File: src/pisc_cfg.svh
`ifndef PISC_CFG_SVH
`define PISC_CFG_SVH

// register indices; byte address is four times the index
`define PISC_IDX_TEST 6'h11
`define PISC_IDX_STAT1 6'h12
`define PISC_IDX_FC 6'h14
`define PISC_IDX_IRQ_STAT 6'h18
`define PISC_IDX_IRQ_MASK 6'h19

// test and polarity register
`define PISC_TEST_RST 16'h010B
`define PISC_POL_BIT 3
`define PISC_TEST_BIT 2

// status and enable halves of the first status register
`define PISC_STAT_LSB 8
`define PISC_STAT_RST 8'h00
`define PISC_EN_RST 8'h00
`define PISC_IRQ_MASK_RST 8'h00

// event positions inside the 8-bit status vector
`define PISC_EV_LINK_QUALITY 7
`define PISC_EV_ENERGY 6
`define PISC_EV_LINK_STATUS 5
`define PISC_EV_WAKE 4
`define PISC_EV_ESD 3
`define PISC_EV_TRAINING 2
`define PISC_EV_FC_HALF 1
`define PISC_EV_RXERR_HALF 0

// false-carrier counter limits
`define PISC_FC_HALF 8'h7F
`define PISC_FC_MAX 8'hFF
`define PISC_FC_RST 8'h00

`endif

File: src/pisc_pkg.sv
package pisc_pkg;

  typedef struct packed
  {
    logic link_up;
    logic link_quality;
    logic energy_det;
    logic wake_frame_detect;
    logic esd_event;
    logic training_done;
    logic false_carrier_event;
    logic rx_error_half_full;
  } pisc_evt_t;

  typedef enum logic [0:0]
  {
    PISC_IDLE = 1'b0,
    PISC_RESP = 1'b1
  } pisc_apb_st_t;

endpackage : pisc_pkg

File: src/pisc_top.sv
`timescale 1ns/100ps
`default_nettype none
`include "pisc_cfg.svh"

// What this block does
// RULE1: polarity bit 1 idles pin high, asserts low; bit 0 inverts that.
// RULE2: test bit set forces interrupt on the pin while it stays set; resets 0.
// RULE3: status bit 15 latches on link quality change while link is up.
// RULE4: status bit 14 latches on any change of energy detect state.
// RULE5: status bit 13 latches on any change of link status.
// RULE6: status bit 12 latches when a wake frame is detected.
// RULE7: status bit 11 latches on an electrostatic discharge event.
// RULE8: status bit 10 latches when master/slave training completes.
// RULE9: status bit 9 latches when false-carrier counter passes half range.
// RULE10: status bit 8 latches when receive-error counter passes half range.
// RULE11: enable bits 7..0 default 0, gate status bits 15..8 in order.
// RULE12: false-carrier counter flags half-full above 0x7F, saturates at 0xFF.
// RULE13: pin asserted while any enabled status bit is set or test bit set.
// RULE14: status bits hold until read; read clears unless event still present.
module pisc_top
(
  input wire logic mclk_i,
  input wire logic rst_i,
  input wire logic psel_i,
  input wire logic penable_i,
  input wire logic pwrite_i,
  input wire logic [7:0] paddr_i,
  input wire logic [31:0] pwdata_i,
  input wire logic [3:0] pstrb_i,
  input wire pisc_pkg::pisc_evt_t evt_i,
  output logic [31:0] prdata_o,
  output logic pready_o,
  output logic pslverr_o,
  output logic int_pin_o,
  output logic irq_o
);

  import pisc_pkg::*;

  // byte-lane merge for the 16-bit registers
  function automatic logic [15:0] pisc_merge16
  (
    input logic [15:0] old,
    input logic [31:0] wd,
    input logic [3:0] strb
  );
    logic [15:0] res;
    res = old;
    if (strb[0])
    begin
      res[7:0] = wd[7:0];
    end
    if (strb[1])
    begin
      res[15:8] = wd[15:8];
    end
    return res;
  endfunction : pisc_merge16

  // one aligned word per register index
  function automatic logic pisc_hit
  (
    input logic [7:0] addr,
    input logic [5:0] index
  );
    return (addr[1:0] == 2'b00) & (addr[7:2] == index);
  endfunction : pisc_hit

  // level change against the previous cycle's sample
  function automatic logic pisc_changed
  (
    input logic now_v,
    input logic last_v
  );
    return now_v ^ last_v;
  endfunction : pisc_changed

  pisc_apb_st_t apb_st;
  pisc_apb_st_t next_apb_st;
  logic [15:0] test_reg;
  logic [7:0] stat;
  logic [7:0] en;
  logic [7:0] stat_snap;
  logic fc_snap_valid;
  logic [7:0] irq_stat;
  logic [7:0] irq_mask;
  logic link_up_q;
  logic link_quality_q;
  logic energy_det_q;

  wire logic hit_test;
  wire logic hit_stat1;
  wire logic hit_fc;
  wire logic hit_irq_stat;
  wire logic hit_irq_mask;
  wire logic mapped;
  wire logic access;
  wire logic capture;
  wire logic done;
  wire logic wr_done;
  wire logic rd_done;
  wire logic wr_test;
  wire logic wr_stat1;
  wire logic wr_irq_stat;
  wire logic wr_irq_mask;
  wire logic rd_stat1;
  wire logic rd_fc;
  wire logic [31:0] rd_word;
  wire logic [7:0] fc_count;
  wire logic fc_half;
  wire logic fc_clr;
  wire logic [7:0] ev_set;
  wire logic [7:0] stat_clr;
  wire logic [7:0] irq_clr;
  wire logic [7:0] next_stat;
  wire logic [7:0] next_irq_stat;
  wire logic [15:0] next_test;
  wire logic [15:0] next_en;
  wire logic [15:0] next_irq_mask;
  wire logic int_active;
  wire logic polarity;
  wire logic test_force;

  // address decode
  assign hit_test = pisc_hit(paddr_i, `PISC_IDX_TEST);
  assign hit_stat1 = pisc_hit(paddr_i, `PISC_IDX_STAT1);
  assign hit_fc = pisc_hit(paddr_i, `PISC_IDX_FC);
  assign hit_irq_stat = pisc_hit(paddr_i, `PISC_IDX_IRQ_STAT);
  assign hit_irq_mask = pisc_hit(paddr_i, `PISC_IDX_IRQ_MASK);
  assign mapped = hit_test | hit_stat1 | hit_fc | hit_irq_stat | hit_irq_mask;

  // one wait state: answer registered at the first access edge
  assign access = psel_i & penable_i;
  assign capture = access & (apb_st == PISC_IDLE);
  assign done = access & (apb_st == PISC_RESP);
  assign wr_done = done & pwrite_i & mapped;
  assign rd_done = done & ~pwrite_i & mapped;
  assign wr_test = wr_done & hit_test;
  assign wr_stat1 = wr_done & hit_stat1;
  assign wr_irq_stat = wr_done & hit_irq_stat;
  assign wr_irq_mask = wr_done & hit_irq_mask;
  assign rd_stat1 = rd_done & hit_stat1;
  assign rd_fc = rd_done & hit_fc;

  // read mux
  assign rd_word = hit_test ? {16'h0000, test_reg} :
                   hit_stat1 ? {16'h0000, stat, en} :
                   hit_fc ? {24'h000000, fc_count} :
                   hit_irq_stat ? {24'h000000, irq_stat} :
                   hit_irq_mask ? {24'h000000, irq_mask} :
                   32'h00000000;

  always_comb
  begin
    next_apb_st = apb_st;
    case (apb_st)
      PISC_IDLE:
      begin
        if (access)
        begin
          next_apb_st = PISC_RESP;
        end
      end
      PISC_RESP:
      begin
        next_apb_st = PISC_IDLE;
      end
      default:
      begin
        next_apb_st = PISC_IDLE;
      end
    endcase
  end

  always_ff @(posedge mclk_i)
  begin
    if (rst_i)
    begin
      apb_st <= PISC_IDLE;
    end
    else
    begin
      apb_st <= next_apb_st;
    end
  end

  // answer registered so the bus outputs come from flops
  always_ff @(posedge mclk_i)
  begin
    if (rst_i)
    begin
      pready_o <= 1'b0;
      pslverr_o <= 1'b0;
      prdata_o <= 32'h00000000;
    end
    else
    begin
      pready_o <= capture;
      pslverr_o <= capture & ~mapped;
      if (capture)
      begin
        prdata_o <= pwrite_i ? 32'h00000000 : rd_word;
      end
    end
  end

  // false-carrier counter, cleared by reading it
  assign fc_clr = rd_fc & fc_snap_valid;

  pisc_fc_cnt u_fc_cnt
  (
    .mclk_i(mclk_i),
    .rst_i(rst_i),
    .inc_i(evt_i.false_carrier_event),
    .clr_i(fc_clr),
    .count_o(fc_count),
    .half_o(fc_half)
  );

  // event detection
  assign ev_set[`PISC_EV_LINK_QUALITY] = evt_i.link_up & pisc_changed(evt_i.link_quality, link_quality_q); // RULE3
  assign ev_set[`PISC_EV_ENERGY] = pisc_changed(evt_i.energy_det, energy_det_q); // RULE4
  assign ev_set[`PISC_EV_LINK_STATUS] = pisc_changed(evt_i.link_up, link_up_q); // RULE5
  assign ev_set[`PISC_EV_WAKE] = evt_i.wake_frame_detect; // RULE6
  assign ev_set[`PISC_EV_ESD] = evt_i.esd_event; // RULE7
  assign ev_set[`PISC_EV_TRAINING] = evt_i.training_done; // RULE8
  assign ev_set[`PISC_EV_FC_HALF] = fc_half; // RULE9
  assign ev_set[`PISC_EV_RXERR_HALF] = evt_i.rx_error_half_full; // RULE10

  always_ff @(posedge mclk_i)
  begin
    if (rst_i)
    begin
      link_up_q <= 1'b0;
      link_quality_q <= 1'b0;
      energy_det_q <= 1'b0;
    end
    else
    begin
      link_up_q <= evt_i.link_up;
      link_quality_q <= evt_i.link_quality;
      energy_det_q <= evt_i.energy_det;
    end
  end

  // only bits that were shown to software are cleared; new events win
  assign stat_clr = rd_stat1 ? stat_snap : 8'h00; // RULE14
  assign next_stat = ev_set | (stat & ~stat_clr); // RULE14

  always_ff @(posedge mclk_i)
  begin
    if (rst_i)
    begin
      stat <= `PISC_STAT_RST;
    end
    else
    begin
      stat <= next_stat;
    end
  end

  // what software was shown decides what its read clears
  always_ff @(posedge mclk_i)
  begin
    if (rst_i)
    begin
      stat_snap <= 8'h00;
      fc_snap_valid <= 1'b0;
    end
    else if (capture)
    begin
      stat_snap <= (hit_stat1 & ~pwrite_i) ? stat : 8'h00;
      fc_snap_valid <= hit_fc & ~pwrite_i;
    end
  end

  // writable registers
  assign next_test = wr_test ? pisc_merge16(test_reg, pwdata_i, pstrb_i) : test_reg; // RULE2
  assign next_en = wr_stat1 ? pisc_merge16({8'h00, en}, pwdata_i, pstrb_i) : {8'h00, en}; // RULE11
  assign next_irq_mask = wr_irq_mask ?
                         pisc_merge16({8'h00, irq_mask}, pwdata_i, pstrb_i) : {8'h00, irq_mask};

  always_ff @(posedge mclk_i)
  begin
    if (rst_i)
    begin
      test_reg <= `PISC_TEST_RST;
      en <= `PISC_EN_RST;
      irq_mask <= `PISC_IRQ_MASK_RST;
    end
    else
    begin
      test_reg <= next_test;
      en <= next_en[7:0];
      irq_mask <= next_irq_mask[7:0];
    end
  end

  // system interrupt: sticky, write one to clear, set wins
  assign irq_clr = (wr_irq_stat & pstrb_i[0]) ? pwdata_i[7:0] : 8'h00;
  assign next_irq_stat = ev_set | (irq_stat & ~irq_clr);

  always_ff @(posedge mclk_i)
  begin
    if (rst_i)
    begin
      irq_stat <= 8'h00;
    end
    else
    begin
      irq_stat <= next_irq_stat;
    end
  end

  // level output, one cycle behind the sticky bits
  always_ff @(posedge mclk_i)
  begin
    if (rst_i)
    begin
      irq_o <= 1'b0;
    end
    else
    begin
      irq_o <= |(irq_stat & irq_mask);
    end
  end

  // interrupt pin
  assign polarity = test_reg[`PISC_POL_BIT];
  assign test_force = test_reg[`PISC_TEST_BIT];
  assign int_active = (|(stat & en)) | test_force; // RULE13 RULE11 RULE2

  always_ff @(posedge mclk_i)
  begin
    if (rst_i)
    begin
      int_pin_o <= 1'b1;
    end
    else
    begin
      int_pin_o <= polarity ? ~int_active : int_active; // RULE1
    end
  end

endmodule : pisc_top
`default_nettype wire

File: src/pisc_fc_cnt.sv
`timescale 1ns/100ps
`default_nettype none
`include "pisc_cfg.svh"

module pisc_fc_cnt
(
  input wire logic mclk_i,
  input wire logic rst_i,
  input wire logic inc_i,
  input wire logic clr_i,
  output logic [7:0] count_o,
  output logic half_o
);

  wire logic at_max;
  wire logic crossing;
  wire logic [7:0] next_count;

  // saturates at the top instead of wrapping
  assign at_max = (count_o == `PISC_FC_MAX); // RULE12
  assign crossing = ~clr_i & inc_i & (count_o == `PISC_FC_HALF); // RULE12
  assign next_count = clr_i ? {7'h00, inc_i} :
                      (inc_i & ~at_max) ? count_o + 8'h01 : count_o;

  always_ff @(posedge mclk_i)
  begin
    if (rst_i)
    begin
      count_o <= `PISC_FC_RST;
      half_o <= 1'b0;
    end
    else
    begin
      count_o <= next_count;
      half_o <= crossing;
    end
  end

endmodule : pisc_fc_cnt
`default_nettype wire

File: config.mk
export PLATFORM = sky130hd
export DESIGN_NAME = pisc_top
export DESIGN_NICKNAME = d
export VERILOG_FILES = /design/src/pisc_pkg.sv /design/src/pisc_top.sv /design/src/pisc_fc_cnt.sv
export VERILOG_INCLUDE_DIRS = /design/src /design/src/src
export SDC_FILE = /design/constraint.sdc
export NUM_CORES = 1
export LEC_CHECK = 0
export BUFFER_PORTS_ARGS = -buffer_cell sky130_fd_sc_hd__buf_4
export CORE_ASPECT_RATIO = 1.75
export CORE_UTILIZATION = 49
export DETAILED_ROUTE_END_ITERATION = 7
export PLACE_DENSITY = 0.86
export SLEW_MARGIN = 20
export SYNTH_ARGS = -nofsm -noshare
export SYNTH_HDL_FRONTEND = slang
export SYNTH_SLANG_ARGS = --single-unit
File: constraint.sdc
create_clock -name mclk_i -period 2 [get_ports mclk_i]
set_clock_uncertainty 0.1 [all_clocks]
set_input_delay 0.4 -clock mclk_i [delete_from_list [all_inputs] [get_ports mclk_i]]
set_output_delay 0.4 -clock mclk_i [all_outputs]
set_load 0.02 [all_outputs]
======== Word-level counts from Yosys, hierarchy flattened ========
Index checks and enable logic that the tools add are counted.
operators by class
  $add $sub $neg .......................... 1
  multipliers ............................. 0
  divide/modulo/power cells ............... 0
  order comparisons ....................... 0
  equality and inequality tests ........... 7
  shift operators ......................... 0
  multiplexer cells ....................... 14
  bitwise gates (word level) .............. 49
  reduce and logical (&&, ||, !) cells .... 9
operators by type and width
  kind                                                             number
  16-bit two-way mux                                               3
  8-bit two-way mux                                                6
  8-bit AND                                                        4
  6-bit by 5-bit == test with 1-bit output, second input constant  5
  1-bit AND                                                        27
  8-bit inverter                                                   2
  8-bit bitwise OR                                                 2
  8-bit OR reduction                                               2
  8-bit by 1-bit adder with 8-bit output, second input constant    1
  8-bit by 7-bit == test with 1-bit output, second input constant  1
  8-bit == test, second input constant                             1
  2-bit AND reduction                                              4
  1-bit inverter                                                   6
  1-bit bitwise OR                                                 5
  1-bit two-way mux                                                4
  1-bit bitwise XOR                                                3
  2-bit logical NOT                                                1
  1-bit case mux with 2 select lines                               1
  2-bit nonzero test                                               1
  2-bit OR reduction                                               1
storage, ports and cells
  register bits after elaboration ......... 106
  latch bits .............................. 0
  RAM bits ................................ 0
  bits in read-only memories .............. 0
  input bits .............................. 57
  output and inout bits ................... 36
  word-level logic and storage cells ...... 100
  memories ................................ 0

======== Depth between registers and ports, before layout ========
  depth after elaboration ................. 13
  mapped depth ............................ 7
  depth with buffers taken out ............ 5

======== Cells and area by module ========
From an unflattened synthesis, not the netlist that was laid out.
unflattened totals
  cells, all modules ...................... 467
  area total of the unflattened synthesis .. 4281.6 µm²
modules (own cells, without submodules)
  module       times used  cells each  area each (µm²)  sequential area each (µm²)
  pisc_top     1           415         3842.4           1621.6
  pisc_fc_cnt  1           52          439.2            180.2

======== Worst setup path before layout ========
OpenSTA, ideal clock, no wires.
  path kind ............................... input to register
  from .................................... input paddr_i[4]
  to ...................................... register test_reg[8]
  setup time .............................. 126 ps
  data arrival time ....................... 1819 ps
  data required time ...................... 1774 ps
  setup slack ............................. -46 ps
  stages .................................. 4
  buffers on the path ..................... 0
  path through ............................ or4_4 nor4_4 mux2i_1 nand2_1
between the ends
  longest elaborated chain between the ends .. 9
  elaborated cells between the ends (all ways) .. 17
  classes of those cells .................. eq/ne: 5; bitwise: 11; reduce/logical: 1
RTL lines
  element                                   line             text
  start: declaration                        pisc_top.sv:27   input wire logic [7:0] paddr_i,
  6-bit by 5-bit == test with 1-bit output  pisc_top.sv:66   return (addr[1:0] == 2'b00) & (addr[7:2] == index);
  1-bit AND                                 pisc_top.sv:66
  1-bit bitwise OR (4 in a row)             pisc_top.sv:130  assign mapped = hit_test | hit_stat1 | hit_fc | hit_irq_stat | hit_irq_mask;
  1-bit AND                                 pisc_top.sv:136  assign wr_done = done & pwrite_i & mapped;
  1-bit AND *                               pisc_top.sv:138  assign wr_test = wr_done & hit_test;
  2-bit AND reduction (no line) *           --
  end signal: assignment                    pisc_top.sv:287  test_reg <= `PISC_TEST_RST;
  end signal: assignment                    pisc_top.sv:293  test_reg <= next_test;
  end: declaration                          pisc_top.sv:80   logic [15:0] test_reg;
Mark *: on every way between the ends. The rest lies on a longest branch, timed or not.
A chain may end at the register's enable or synchronous reset.

======== Worst setup path after layout ========
  from .................................... register apb_st
  to ...................................... register irq_mask[1]
between the ends
  longest elaborated chain between the ends .. 5
RTL lines
  element                        line             text
  start: declaration             pisc_top.sv:78   pisc_apb_st_t apb_st;
  start signal: assignment       pisc_top.sv:183  apb_st <= next_apb_st;
  1-bit AND                      pisc_top.sv:135  assign done = access & (apb_st == PISC_RESP);
  1-bit AND (2 in a row)         pisc_top.sv:136
  1-bit AND                      pisc_top.sv:141  assign wr_irq_mask = wr_done & hit_irq_mask;
  2-bit AND reduction (no line)  --
  end signal: assignment         pisc_top.sv:289  irq_mask <= `PISC_IRQ_MASK_RST;
  end signal: assignment         pisc_top.sv:295  irq_mask <= next_irq_mask[7:0];
  end: declaration               pisc_top.sv:86   logic [7:0] irq_mask;
Every way passes these cells.

==> impl_metrics.py <==
metrics = {
    "sta": {
        "fin_crit_ns": 1.75,
        "rsz0062_at_grt": "false",
        "drv_slew": 0,
        "max_freq_ghz": 0.571,
        "fin_crit_sh": 0.876,
        "hold_viol": 0,
        "setup_ws_ns": 0.247,
        "finalSetupViolCount": 0,
    },
    "global_routing": {
        "track_usage": 0.260,
        "first_global_vias": 3723,
        "grt-ovfl-total": 0,
        "antenna_found_initial": 0,
        "grt_max_degree": 62,
        "grt_pass1_wl_mm": 17.6,
    },
    "clocking": {
        "ctsRootBufferMaster": "clkbuf_16",
        "cts_setup_buffers": 0,
        "clockBufferDepth": 2,
        "postCtsHoldBufs": 0,
        "htree_levels": 3,
        "cts_tree": "built",
        "clk_pin_slew_ns": 0.06,
        "cts.sinks": 90,
        "cts_buffers": 9,
        "cts_resized": 0,
        "worst_skew_pair.late_latency_ns": 0.34,
    },
    "pwr": {
        "p_leak_nw": 1.83,
        "p_sw_frac": 0.237,
        "p_sw_uw": 918,
        "combPwrFrac": 0.079,
        "p_clk_frac": 0.442,
        "max-vdd-ir-drop_mv": 0.580,
        "power_density_mw_per_mm2": 776,
        "internal_power_mw": 2.95,
        "seq_power_share": 0.479,
    },
    "floorplanning": {
        "ios": 93,
        "dieArea_mm2": 0.00867,
        "die_w_um": 70.8,
        "core_area_mm2": 0.00796,
        "rows": 43,
        "initial_utilization": 0.510,
        "die_y_um": 122,
    },
    "worst_setup_path": {
        "cp_slowest_cell": "nor4bb_2",
        "crit_type": "flop to flop",
        "start_kind": "flop",
        "cp.required_ns": 2.12,
        "crit_fanout": 8,
        "slowest_delay_ns": 0.38,
        "cp_cell_sequence": "nand3_1 -> nor4bb_2 -> buf_4 -> mux2i_1 -> nor2_1",
        "critical_path_buf_inv_count": 1,
        "cp_top_family": "simple AND/OR/NAND/NOR gates",
        "arrival_ns": 1.88,
        "endpoint_kind": "flop",
    },
    "flow_run": {
        "maxCapViolations": 0,
    },
    "synthesis": {
        "synth_seq_cells": 90,
        "synth_area_per_cell_um2": 8.80,
        "ys.flop_type": "dfxtp_1",
        "synth_top_area_frac": 0.444,
        "synth.top_cells.by_area": "dfxtp_1 44%, a21oi_1 5.4%, mux2i_1 4.2%, o21ai_0 4.2%, nand2_1 4.2%",
        "seq_area_frac_synth": 0.444,
        "async_flop_share": 0,
        "synth_edf_count": 0,
        "synth_top_area_cell": "dfxtp_1",
        "synth_area_mm2": 0.00406,
        "syn_inst": 461,
        "synthDistinctLibCells": 51,
        "yosysWarnings": 0,
    },
    "route": {
        "antenna_left": 0,
        "drt_first_iter_violations": 255,
        "drc": 0,
        "routedWlPerCell_um": 17.0,
        "vias_per_cell": 5.95,
        "vias": 3723,
        "drt_wl_total_mm": 10.6,
        "dr.pass1.iters": 7,
    },
    "min_path": {
        "min-delay-path-class": "input port to flop",
    },
    "final_layout": {
        "final_util": 0.626,
        "final_nets": 589,
        "drive_gt1_frac": 0.224,
        "n_antenna_cell": 0,
        "final_common_cell": "dfxtp_1",
        "area_delta_synth_final_pct": 22.9,
        "layout_common_cells": "90 x dfxtp_1, 83 x buf_4, 45 x nand2_1",
        "n_fill_cell": 681,
    },
    "outcome": {
        "status": "completed",
    },
    "placed_design": {
        "io_buffers": 58,
        "post-dp-hpwl_mm": 7.97,
        "place_congestion": 0.864,
        "pre_cts_slack_ns": -0.0443,
    },
}
==> layout make-up <==
cell class,instances,area [um2],share of cell area
Multi-Input combinational cell,336,2070,0.415
Sequential cell,90,1800,0.361
Timing Repair Buffer,85,663,0.133
Clock buffer,10,239,0.0479
Tap cell,90,113,0.0226
Clock inverter,6,66.3,0.0133
Inverter,9,33.8,0.00677
==> stage by stage <==
stage | instances | total power, mW | cell area [um2] | hold slack (ns) | TNS (ns)
5_1_grt | 626 | 3.98 | 4990 | 0.171 | 0
3_5_place_dp | 610 | 2.19 | 4680 | 0.341 | -0.339
3_3_place_gp | 610 | 2.18 | 4680 | 0.330 | -0.296
6_report | 626 | 3.87 | 4990 | 0.171 | 0
2_1_floorplan | 476 | 2.07 | 4120 | 0.324 | 0
4_1_cts | 626 | 3.88 | 4990 | 0.159 | 0
==> power groups by stage <==
stage	clock [mW]	sequential (mW)	combinational [mW]
floorplan	0	1.89	0.186
global route	1.79	1.86	0.330
global placement	0	1.89	0.289
detailed placement	0	1.89	0.299
finish	1.71	1.85	0.304
CTS	1.73	1.85	0.301
==> worst reg2reg max path: stages, from the launching register on <==
cell	delay (ns)
dfxtp_1	0.35
nand3_1	0.27
nor4bb_2	0.38
buf_4	0.25
mux2i_1	0.23
nor2_1	0.06
==> worst paths after layout <==
kind / startpoint / end / slack, ns / depth (start not counted)
worst max-delay path: apb_st / irq_mask[1] / 0.25 / 5
worst min-delay path: pwdata_i[4] / irq_stat[4] / 0.17 / 2
worst max register to register: apb_st / irq_mask[1] / 0.25 / 5
worst min register to register: stat_snap[6] / stat_snap[6] / 0.35 / 2
==> kinds of logic (layout without fill, tap and decap cells) <==
group | Yosys count | count (layout) | synth area share
and+or+nand+nor | 145 | 145 | 0.188
buffers and inverters | 50 | 110 | 0.0613
xor gates and xnor gates | 8 | 8 | 0.0173
other | 1 | 16 | 0.000924
DFF | 90 | 90 | 0.444
AOI/OAI and AO/OA | 141 | 141 | 0.222
adders and majority gates | 1 | 1 | 0.00308
muxes | 25 | 25 | 0.0641
==> layer usage <==
layer	track usage	wire, um	up-vias	share of wire
met5	0	0	-	0
met3	0.0493	496	38	0.047
met1	0.264	4030	1751	0.38
met2	0.482	5730	143	0.54
li1	-	-	1791	-
met4	0.161	387	0	0.036
==> cells in the mapped netlist, types with 9 or more instances <==
cell and count:
buf_4 16, inv_1 9, mux2i_1 17, nand3_1 24, a21oi_1 44, dfxtp_1 90
a22oi_1 16, a211oi_1 11, nor2_1 32, clkbuf_1 24, o21ai_0 34, nand2_1 45
Power figures use the tool's default switching activity.
